<file path="config.mk">
export PLATFORM = sky130hd
export DESIGN_NAME = fxr_ext_read_reg
export DESIGN_NICKNAME = d
export VERILOG_FILES = /design/src/design/fxr_ext_read_reg.v
export VERILOG_INCLUDE_DIRS = /design/src /design/src/include
export SDC_FILE = /design/constraint.sdc
export NUM_CORES = 1
export LEC_CHECK = 0
export ABC_AREA = 1
export BUFFER_PORTS_ARGS = -buffer_cell sky130_fd_sc_hd__buf_2
export CAP_MARGIN = 20
export CELL_PAD_IN_SITES_DETAIL_PLACEMENT = 0
export CELL_PAD_IN_SITES_GLOBAL_PLACEMENT = 1
export CORE_MARGIN = 1
export CORE_UTILIZATION = 42
export DETAILED_ROUTE_END_ITERATION = 16
export PLACE_DENSITY_LB_ADDON = 0.1
export SLEW_MARGIN = 20
export SYNTH_ARGS = -nofsm -noshare
export SYNTH_HDL_FRONTEND = slang
export SYNTH_SLANG_ARGS = --single-unit
</file>
<file path="constraint.sdc">
create_clock -name clk -period 2.7 [get_ports clk]
set_input_delay 0 -clock clk [delete_from_list [all_inputs] [get_ports clk]]
set_output_delay 0 -clock clk [all_outputs]
set_load 0.01 [all_outputs]
</file>
<file path="src/include/fxr_defs.vh">
`ifndef FXR_DEFS_VH
`define FXR_DEFS_VH

// Extended read register layout.
`define FXR_DS_MSB          7
`define FXR_DS_LSB          5
`define FXR_LPE_BIT         4
`define FXR_EERR_BIT        3
`define FXR_PERR_BIT        2
`define FXR_PROT_BIT        1
`define FXR_RESET_VAL       8'hE0
`define FXR_RW_MASK         8'hF0

// Drive strength codes.
`define FXR_DS_RSVD0        3'h0
`define FXR_DS_RSVD4        3'h4

// Opcodes.
`define FXR_CMD_SET_NV      8'h85
`define FXR_CMD_SET_V       8'h83
`define FXR_CMD_READ_REG    8'h81
`define FXR_CMD_CLEAR_ERR   8'h82
`define FXR_CMD_FREAD       8'h0B
`define FXR_CMD_FREAD4      8'h0C
`define FXR_CMD_FDTR        8'h0D
`define FXR_CMD_FDTR4       8'h0E
`define FXR_CMD_UID         8'h4B
`define FXR_CMD_INFO_ROW_READ_CMD        8'h68
`define FXR_CMD_DOUT        8'h3B
`define FXR_CMD_DOUT4       8'h3C
`define FXR_CMD_QOUT        8'h6B
`define FXR_CMD_QOUT4       8'h6C
`define FXR_CMD_DIO         8'hBB
`define FXR_CMD_DIO4        8'hBC
`define FXR_CMD_DIODTR      8'hBD
`define FXR_CMD_DIODTR4     8'hBE
`define FXR_CMD_QIO         8'hEB
`define FXR_CMD_QIO4        8'hEC
`define FXR_CMD_QIODTR      8'hED
`define FXR_CMD_QIODTR4     8'hEE

// Default dummy cycle counts.
`define FXR_DUMMY_8         4'h8
`define FXR_DUMMY_6         4'h6
`define FXR_DUMMY_4         4'h4
`define FXR_DUMMY_NONE      4'h0

// Operation kinds reported by the array controller.
`define FXR_OP_NONE         4'h0
`define FXR_OP_PROGRAM      4'h1
`define FXR_OP_INFO_PROG    4'h2
`define FXR_OP_MODE_LOCK    4'h3
`define FXR_OP_UNLOCK       4'h4
`define FXR_OP_NV_REG       4'h5
`define FXR_OP_STATUS_WR    4'h6
`define FXR_OP_FUNC_WR      4'h7
`define FXR_OP_ERASE        4'h8
`define FXR_OP_CHIP_ERASE   4'h9

`endif

</file>
<file path="src/design/fxr_ext_read_reg.v">
`timescale 1ns/1ps
`include "fxr_defs.vh"

module fxr_ext_read_reg (
  // System
  input  wire       clk,
  input  wire       nrst,
  // Serial link, sampled
  input  wire       sclk,
  input  wire       cs_n,
  input  wire       si,
  input  wire       qpi_mode,
  output reg        so,
  output reg        so_oe,
  // Read decode towards the read engine
  output reg  [3:0] dummy_cycles,
  output reg        read_refused,
  output reg  [7:0] last_opcode,
  // Drive control
  output reg  [2:0] drive_strength,
  output reg        learning_pattern_enable,
  // Array controller status
  input  wire       op_done,
  input  wire [3:0] op_kind,
  input  wire       op_fail,
  input  wire       op_erase_fail,
  input  wire       op_protected,
  input  wire       op_asp_only,
  input  wire       sw_reset,
  // Non-volatile copy and volatile register
  output reg  [7:0] nv_copy,
  output reg  [7:0] ext_read_reg
);

  localparam ST_CMD  = 2'h0;
  localparam ST_DATA = 2'h1;
  localparam ST_OUT  = 2'h2;
  localparam ST_IDLE = 2'h3;

  // Dummy count per opcode; a zero with refusal marks unsupported modes.
  function [4:0] dummy_of;
    input [7:0] op;
    input       qpi;
    begin
      case (op)
        `FXR_CMD_FREAD,
        `FXR_CMD_FREAD4,
        `FXR_CMD_FDTR,
        `FXR_CMD_FDTR4,
        `FXR_CMD_UID,
        `FXR_CMD_INFO_ROW_READ_CMD:
          dummy_of = {1'b0, qpi ? `FXR_DUMMY_6 : `FXR_DUMMY_8};
        `FXR_CMD_DOUT,
        `FXR_CMD_DOUT4,
        `FXR_CMD_QOUT,
        `FXR_CMD_QOUT4:
          dummy_of = qpi ? {1'b1, `FXR_DUMMY_NONE} : {1'b0, `FXR_DUMMY_8};
        `FXR_CMD_DIO,
        `FXR_CMD_DIO4,
        `FXR_CMD_DIODTR,
        `FXR_CMD_DIODTR4:
          dummy_of = qpi ? {1'b1, `FXR_DUMMY_NONE} : {1'b0, `FXR_DUMMY_4};
        `FXR_CMD_QIO,
        `FXR_CMD_QIO4,
        `FXR_CMD_QIODTR,
        `FXR_CMD_QIODTR4:
          dummy_of = {1'b0, `FXR_DUMMY_6};
        // Opcodes outside the read set report no dummies and are never refused.
        default:
          dummy_of = {1'b0, `FXR_DUMMY_NONE};
      endcase
    end
  endfunction

  // Two-flop synchronisers for the pins.
  reg  [1:0] sclk_s_q;
  reg  [1:0] cs_s_q;
  reg  [1:0] si_s_q;
  reg  [1:0] qpi_s_q;
  reg        sclk_prev_q;
  // Frame tracking.
  reg  [1:0] st_q;
  reg  [2:0] bit_q;
  reg  [7:0] sh_q;
  reg  [7:0] op_q;
  // Register bank state.
  reg        nv_loaded_q;
  reg  [2:0] set_err;

  localparam [7:0] RESET_VAL = `FXR_RESET_VAL;
  localparam [7:0] RW_MASK   = `FXR_RW_MASK;

  wire       rise       = sclk_s_q[1] & ~sclk_prev_q;
  wire       fall       = ~sclk_s_q[1] & sclk_prev_q;
  wire       csel       = ~cs_s_q[1];
  wire [7:0] rx_byte    = {sh_q[6:0], si_s_q[1]};
  wire       byte_end   = csel & rise & (bit_q == 3'h7);
  wire       cmd_end    = byte_end & (st_q == ST_CMD);
  wire       data_end   = byte_end & (st_q == ST_DATA);
  wire       set_v_end  = data_end & (op_q == `FXR_CMD_SET_V);
  wire       set_nv_end = data_end & (op_q == `FXR_CMD_SET_NV);
  wire       clear_cmd  = cmd_end & (rx_byte == `FXR_CMD_CLEAR_ERR);

  // Only the writable upper bits of a set-parameters byte are kept.
  function [7:0] merge_rw;
    input [7:0] old_val;
    input [7:0] new_val;
    begin
      merge_rw = (new_val & RW_MASK) | (old_val & ~RW_MASK);
    end
  endfunction

  // Error flag sources: bit order {erase, program, protection}.
  always @* begin
    set_err = 3'h0;
    if (op_done) begin
      case (op_kind)
        // Lock-bit and unlock failures count as program failures.
        `FXR_OP_PROGRAM,
        `FXR_OP_INFO_PROG,
        `FXR_OP_MODE_LOCK,
        `FXR_OP_UNLOCK:
          set_err = {1'b0, op_fail | op_protected, op_protected};
        `FXR_OP_NV_REG:
          set_err = {op_erase_fail, op_fail, 1'b0};
        // A locked status write counts as an erase-side failure as well.
        `FXR_OP_STATUS_WR:
          set_err = {op_erase_fail | op_protected, op_fail, op_protected};
        `FXR_OP_FUNC_WR:
          set_err = {1'b0, op_fail, 1'b0};
        `FXR_OP_ERASE:
          set_err = {op_fail | op_protected, 1'b0, op_protected};
        // Per-sector protection alone does not flag a chip erase.
        `FXR_OP_CHIP_ERASE:
          set_err = {op_fail | (op_protected & ~op_asp_only), 1'b0,
                     op_protected & ~op_asp_only};
        default:
          set_err = 3'h0;
      endcase
    end
  end

  always @(posedge clk) begin
    if (!nrst) begin
      sclk_s_q <= 2'h0;
      cs_s_q   <= 2'h3;
      si_s_q   <= 2'h0;
      qpi_s_q  <= 2'h0;
    end else begin
      sclk_s_q <= {sclk_s_q[0], sclk};
      cs_s_q   <= {cs_s_q[0], cs_n};
      si_s_q   <= {si_s_q[0], si};
      qpi_s_q  <= {qpi_s_q[0], qpi_mode};
    end
  end

  // Edge history reads only the second synchroniser stage, never the first.
  always @(posedge clk) begin
    if (!nrst) begin
      sclk_prev_q <= 1'b0;
    end else begin
      sclk_prev_q <= sclk_s_q[1];
    end
  end

  // Frame tracking: the opcode byte decides whether data, register output or nothing follows.
  always @(posedge clk) begin
    if (!nrst) begin
      st_q  <= ST_IDLE;
      bit_q <= 3'h0;
      sh_q  <= 8'h00;
      op_q  <= 8'h00;
    end else if (!csel) begin
      st_q  <= ST_CMD;
      bit_q <= 3'h0;
    end else if (rise) begin
      bit_q <= bit_q + 3'h1;
      sh_q  <= rx_byte;
      case (st_q)
        ST_CMD: begin
          if (bit_q == 3'h7) begin
            op_q <= rx_byte;
            // The register byte is captured here so a read sees one consistent snapshot.
            sh_q <= ext_read_reg;
            if (rx_byte == `FXR_CMD_READ_REG) begin
              st_q <= ST_OUT;
            end else if (rx_byte == `FXR_CMD_SET_NV || rx_byte == `FXR_CMD_SET_V) begin
              st_q <= ST_DATA;
            end else begin
              st_q <= ST_IDLE;
            end
          end
        end
        ST_DATA: begin
          if (bit_q == 3'h7) begin
            st_q <= ST_IDLE;
          end
        end
        ST_OUT: begin
          st_q <= ST_OUT;
        end
        ST_IDLE: begin
          st_q <= ST_IDLE;
        end
        default: begin
          st_q <= ST_IDLE;
        end
      endcase
    end
  end

  // Decode results stand until the next opcode, so the read engine may take them late.
  always @(posedge clk) begin
    if (!nrst) begin
      dummy_cycles <= 4'h0;
      read_refused <= 1'b0;
      last_opcode  <= 8'h00;
    end else if (cmd_end) begin
      // A refused read reports zero dummies so the engine never waits on it.
      {read_refused, dummy_cycles} <= dummy_of(rx_byte, qpi_s_q[1]);
      last_opcode                  <= rx_byte;
    end
  end

  // The byte leaves on falling link edges, giving the host half a period of setup.
  always @(posedge clk) begin
    if (!nrst) begin
      so    <= 1'b0;
      so_oe <= 1'b0;
    end else if (!csel) begin
      // The data line keeps its last bit while released; only the enable tells.
      so_oe <= 1'b0;
    end else if (fall && st_q == ST_OUT) begin
      so    <= sh_q[7];
      so_oe <= 1'b1;
    end
  end

  // A reset returns the stored copy to its default; real cells would keep it.
  always @(posedge clk) begin
    if (!nrst) begin
      nv_copy <= RESET_VAL;
    end else if (set_nv_end) begin
      // Flag bits in the byte are dropped, the stored flags are never written.
      nv_copy <= merge_rw(nv_copy, rx_byte);
    end
  end

  // Volatile copy follows the stored copy once after reset, flags clear.
  always @(posedge clk) begin
    if (!nrst) begin
      ext_read_reg <= RESET_VAL;
      nv_loaded_q  <= 1'b0;
    end else if (!nv_loaded_q) begin
      nv_loaded_q  <= 1'b1;
      ext_read_reg <= nv_copy & RW_MASK;
    end else begin
      if (set_v_end) begin
        ext_read_reg[7:4] <= rx_byte[7:4];
      end
      // Hardware events win over a clear in the same cycle; commands still run.
      if (clear_cmd) begin
        ext_read_reg[3:1] <= set_err;
      end else begin
        ext_read_reg[3:1] <= (sw_reset ? 3'h0 : ext_read_reg[3:1]) | set_err;
      end
    end
  end

  // Drive controls lag the register by one clock, so the pads only see settled codes.
  always @(posedge clk) begin
    if (!nrst) begin
      drive_strength          <= RESET_VAL[`FXR_DS_MSB:`FXR_DS_LSB];
      learning_pattern_enable <= RESET_VAL[`FXR_LPE_BIT];
    end else begin
      drive_strength          <= ext_read_reg[`FXR_DS_MSB:`FXR_DS_LSB];
      learning_pattern_enable <= ext_read_reg[`FXR_LPE_BIT];
    end
  end

endmodule

</file>
==> results.txt, run 1 <==
status = complete, no violations
Final Cycle Share = 85.5%
clock-pin slew on the worst setup and hold paths = 0.07 ns
RSZ-0062 raised after global routing = no
die height = 81.8 um
Worst VDD drop = 0.324 mV
DR vias/cell = 4.67
Seq/Total Area, Yosys = 44.9%
Worst Path Arrival = 2.53 ns
TritonCTS clock tree = done
pre-CTS setup slack = 0.893 ns
Sequential Power Share = 50.2%
Post-Synth XOR/XNOR Area = 0.327%
vias in the first global route = 2,085
main combinational cell family by area after synthesis = simple AND/OR/NAND/NOR gates
core footprint = 6030 um^2
synthesized instance count = 378
GP Congestion = 0.786
synth-to-layout area growth = 19.2%
initial antenna violation count = 0
number of synthesized register bits = 60
Via Count = 2,378
Unique masters post-synth = 28
CTS Sinks = 60
combinational group share of total power = 5.5%
Worst Setup Start Kind = flop
fmax = 0.433 GHz
1st-pass router iterations = 4
Max Slew Vio Count = 0
Slew HR = 36.6%
DRC viols = 0
Final #Nets = 447
Final Setup Violations = 0
Post-Layout Inst Area = 3190 um^2
CTS resizes = 0
first-pass GRT wire length = 9.25 mm
worst slew pin tran = 0.950 ns
Clock Path Buffers = 2
Int Power = 1420 uW
overall power = 1830 uW
# IOs = 51
synthesized area per cell = 7.08 um^2
clock insertion delay at the later pin of the skew report = 0.33 ns
Hold Worst Slack = 0.0423 ns
total CTS buffers = 9
Post-synth EDFFs = 0
mux cell area share after synthesis = 0.374%
Die Span X = 81.8 um
Largest regs = last_opcode x8, op_q x8, sh_q x8
area of the multi-input gates = 1190 um^2
switching power = 415 uW
Setup CP Type = flop to flop
routed len/inst = 11.2 um
Total GRT Usage = 18.6%
most common cell after layout, fill and taps aside = nand2_1
Synth async-reset ratio = 0%
commonest cells after routing, fill and taps aside = 91 x nand2_1, 60 x dfxtp_1, 51 x inv_1, 44 x buf_2, 42 x nor2_1
Die ar. = 6700 um^2
final worst slack = 0.391 ns
Clk pwr share = 44.3%
crit end category = flop
CP Max Fanout = 17
num rows = 28
Hold Fails Final Rpt = 0
diode count = 0
Slowest cell on crit path = dlygate4sd3_1
Synth Area in Compound Gates = 12.5%
buffers added on ports = 44
Simple-Gate Fraction of Synth Area = 29.7%
Adder-Cell Fraction of Synth Area = 0.935%
peak per-stage delay on the critical path = 0.54 ns
Hold Path Class = input port to flop
share of layout cells above drive strength 1 = 16.4%
FF+latch area = 1200 um^2
critical path's top delay family = simple AND/OR/NAND/NOR gates
hpwl dp = 4.15 mm
CP required = 2.92 ns
H-tree depth = 3
sum of buffers and inverters on the critical path = 1
WL final = 5.70 mm
ys flop type = dfxtp_1
# Max-Cap Violations = 0
Ys Warns = 0
minimum clock period after layout = 2.31 ns
Filler Cells Inserted = 613
Fin Setup TNS = 0 ns
Placed Area = 2910 um^2
number of DRC markers in iteration 0 = 115
Setup Skew = 0.00801 ns
Sw Share = 22.6%
leakage = 0.00153 uW
largest net degree at the start of global routing = 32
mapped cell area = 2680 um^2
ANT nets after route = 0
most used cell, CP = ha_1
GRT overflow = 0
Initial Util = 44.4%
Power Density = 574 nW/um^2
CP cell instances = ha_1 -> ha_1 -> nand2_2 -> nor2_8 -> nand3_1 -> nand3b_1 -> a21oi_1 -> dlygate4sd3_1
Root Buffer = clkbuf_8
==> layer usage <==
| layer | vias up | wire (um) | global-route usage [%] |
|---|---|---|---|
| li1 | 1293 | - | - |
| met1 | 1039 | 2940 | 23.5 |
| met2 | 40 | 2490 | 29.1 |
| met3 | 6 | 196 | 6.00 |
| met4 | 0 | 73 | 7.89 |
| met5 | - | 0 | 0 |
==> logic make-up after synthesis <==
| kind of cell | count (synthesis) |
|---|---|
| AO/OA/AOI/OAI | 61 |
| adder cells (fa/ha/maj) | 2 |
| multiplexers | 1 |
| other | 1 |
| flip-flops | 60 |
| buffers and inverters | 70 |
| AND/OR/NAND/NOR | 182 |
| XOR/XNOR | 1 |
==> power groups by stage <==
stage | clock [uW] | sequential [uW] | combinational, uW
after floorplan | 0 | 937 | 66.8
after global placement | 0 | 939 | 93.8
after detailed placement | 0 | 938 | 93.8
after CTS | 833 | 918 | 102
after global routing | 877 | 921 | 116
final | 811 | 919 | 101
==> stage by stage <==
step,utilization (%),instances
detailed placement,48.3,485
floorplan,-,383
global placement,48.3,485
global route,53.0,509
CTS,53.0,509
finish,53.0,509
==> synth_stat cells (2+ instances only) <==
master    number  area [um^2]
nor3_1         3         15.0
nand2_2        2         12.5
nor2_1        42          158
o21ai_0       14         70.1
inv_2          2         7.51
ha_1           2         25.0
buf_2          3         15.0
a21oi_1       35          175
nand2_1       91          342
or2_2          4         25.0
dfxtp_1       60         1200
buf_4          7         52.6
nor2_4         2         22.5
o211ai_1      10         75.1
clkbuf_1       6         22.5
nand4_1        4         25.0
inv_1         51          191
nand3_1       30          150
==> cell type report <==
cell class                 instances  area share, %
sequential                        60           37.6
clock inverter                     4           1.49
tap                               75           2.94
clock buffer                      12           4.86
multi-input combinational        253           37.4
inverter                          53           6.23
timing repair buffer              52           9.41
==> path summary, 6_finish.rpt <==
kind | slack (ns) | depth (start not counted) | to | startpoint
max | 0.39 | 8 | ext_read_reg[3]$_SDFF_PN0_ | bit_q[0]$_SDFFE_PP0P_
min reg2reg | 0.42 | 2 | qpi_s_q[1]$_SDFF_PN0_ | qpi_s_q[0]$_SDFF_PN0_
max reg2reg | 0.39 | 8 | ext_read_reg[3]$_SDFF_PN0_ | bit_q[0]$_SDFFE_PP0P_
min | 0.04 | 1 | nv_loaded_q$_DFF_P_ | nrst
==> what timing repair did <==
item	in CTS	in global routing
endpoints found under the hold margin	7	0
hold buffers	8	0
buffers inserted	0	0
Power figures use the tool's default switching activity.
==> run 2, diff against run 1 <==
--- a/config.mk
+++ b/config.mk
@@ -12,9 +12,9 @@
 export CELL_PAD_IN_SITES_DETAIL_PLACEMENT = 0
 export CELL_PAD_IN_SITES_GLOBAL_PLACEMENT = 1
 export CORE_MARGIN = 1
-export CORE_UTILIZATION = 42
+export CORE_UTILIZATION = 39
 export DETAILED_ROUTE_END_ITERATION = 16
-export PLACE_DENSITY_LB_ADDON = 0.1
+export PLACE_DENSITY = 0.8
 export SLEW_MARGIN = 20
 export SYNTH_ARGS = -nofsm -noshare
 export SYNTH_HDL_FRONTEND = slang
==> constraint.sdc (replaced) <==
create_clock -name clk -period 2.45 [get_ports clk]
set_input_delay 0 -clock clk [delete_from_list [all_inputs] [get_ports clk]]
set_output_delay 0 -clock clk [all_outputs]
set_load 0.01 [all_outputs]
==> run 2 against run 1 <==
Effect of this change:
- the flow now finishes with violations (design-rule violations)
- core utilization decreased by 3.0 points
- flip-flop and latch count stayed put
- sequential share of layout area down 0.62 points
- global-route usage decreased by 1.5 points
- sequential power is 9.9% higher
- largest cell class unchanged
- largest power group unchanged
==> results.txt, run 2 (synthesis gave the netlist of run 1 again) <==
routed len/inst = 10.9 um
Setup Skew = 0.00604 ns
die height = 84.9 um
Initial Util = 41.2%
Die Span X = 84.9 um
CP required = 2.67 ns
CTS Sinks = 60
Slew HR = 35.3%
minimum clock period after layout = 2.20 ns
commonest cells after routing, fill and taps aside = 91 x nand2_1, 60 x dfxtp_1, 51 x inv_1, 44 x buf_2, 42 x nor2_1
leakage = 0.00157 uW
Setup CP Type = flop to flop
hpwl dp = 4.10 mm
vias in the first global route = 2,138
share of layout cells above drive strength 1 = 17.3%
# IOs = 51
status = finished, violations left
top layer used by detailed routing = met4
ANT nets after route = 0
TritonCTS clock tree = done
Max Slew Vio Count = 0
RSZ-0062 raised after global routing = no
GRT overflow = 0
num rows = 29
final worst slack = 0.254 ns
number of DRC markers in iteration 0 = 142
DR vias/cell = 4.74
Root Buffer = clkbuf_8
Clock Path Buffers = 2
met1 WL = 2.87 mm
diode count = 0
Hold Path Class = input port to flop
Final Cycle Share = 89.6%
buffers added on ports = 44
# Max-Cap Violations = 0
DRC viols = 2
WL met2 = 2.51 mm
crit end category = flop
most common cell after layout, fill and taps aside = nand2_1
fmax = 0.455 GHz
Final Setup Violations = 0
total CTS buffers = 9
initial antenna violation count = 0
first-pass GRT wire length = 9.65 mm
GP Congestion = 0.806
CP Max Fanout = 16
Worst Setup Start Kind = flop
Final #Nets = 452
Worst VDD drop = 0.654 mV
Worst Path Arrival = 2.41 ns
WL met3 = 185 um
worst slew pin tran = 0.970 ns
Hold Fails Final Rpt = 0
failing checks = design-rule violations
clock insertion delay at the later pin of the skew report = 0.33 ns
largest net degree at the start of global routing = 32
clock-pin slew on the worst setup and hold paths = 0.07 ns
synth-to-layout area growth = 21.2%
H-tree depth = 3
Die ar. = 7200 um^2
Filler Cells Inserted = 682
CTS resizes = 0
Largest regs = last_opcode x8, op_q x8, sh_q x8
Fin Setup TNS = 0 ns
Power Density = 644 nW/um^2
core footprint = 6490 um^2
1st-pass router iterations = 13
Total GRT Usage = 17.2%
Via Count = 2,446
WL final = 5.64 mm
pre-CTS setup slack = 0.674 ns
-- run 2: layout make-up --
type	count	area [um^2]	share of cell area, %
Clock buffer	11	141	4.36
Clock inverter	5	75.1	2.31
Inverter	53	199	6.13
Multi-Input combinational cell	253	1190	36.8
Sequential cell	60	1200	37.0
Tap cell	77	96.3	2.97
Timing Repair Buffer	57	338	10.4
-- run 2: path summary, 6_finish.rpt --
check                                     to                   start  cells past startpoint  slack, ns
setup / recovery  ext_read_reg[3]$_SDFF_PN0_   bit_q[0]$_SDFFE_PP0P_                      8       0.25
hold / removal           nv_loaded_q$_DFF_P_                    nrst                      2       0.07
setup reg to reg  ext_read_reg[3]$_SDFF_PN0_   bit_q[0]$_SDFFE_PP0P_                      8       0.25
hold reg to reg       sclk_s_q[1]$_SDFF_PN0_  sclk_s_q[0]$_SDFF_PN0_                      2       0.41
-- run 2: per-stage QoR --
step	std cells	util [%]	hold slack, ns	power, uW	instance area, um^2
after CTS	512	49.5	0.0427	2120	3220
final	516	50.0	0.0662	2090	3250
after global routing	516	50.0	0.0603	2170	3250
after detailed placement	488	44.9	0.190	1140	2920
after floorplan	383	-	0.0277	1110	2700
after global placement	488	44.9	0.183	1140	2920
-- run 2: where the power goes --
part	switching (uW)	total (uW)	internal, uW
clock network	369	964	595
logic	67.4	113	45.5
registers	17.6	1010	995
total	454	2090	1640
-- run 2: timing repair --
item                       4_1_cts  5_1_grt
setup endpoints to repair        0        1
hold endpoints to repair         7        0
setup buffers                    0        4
hold buffers                     8        0
-- run 2: critical path, cell delays in order (launching register included) --
cell	delay, ns
dfxtp_1	0.35
ha_1	0.15
ha_1	0.24
nand2_2	0.25
nor2_8	0.19
nand3_1	0.16
nand3b_1	0.13
a21oi_1	0.06
dlygate4sd3_1	0.55
-- run 2: routing by layer --
layer / up-vias / GRT usage [%]
met2: 51 / 27.1
met4: 0 / 7.86
met3: 6 / 4.67
li1: 1306 / -
met1: 1083 / 22.1
met5: - / 0
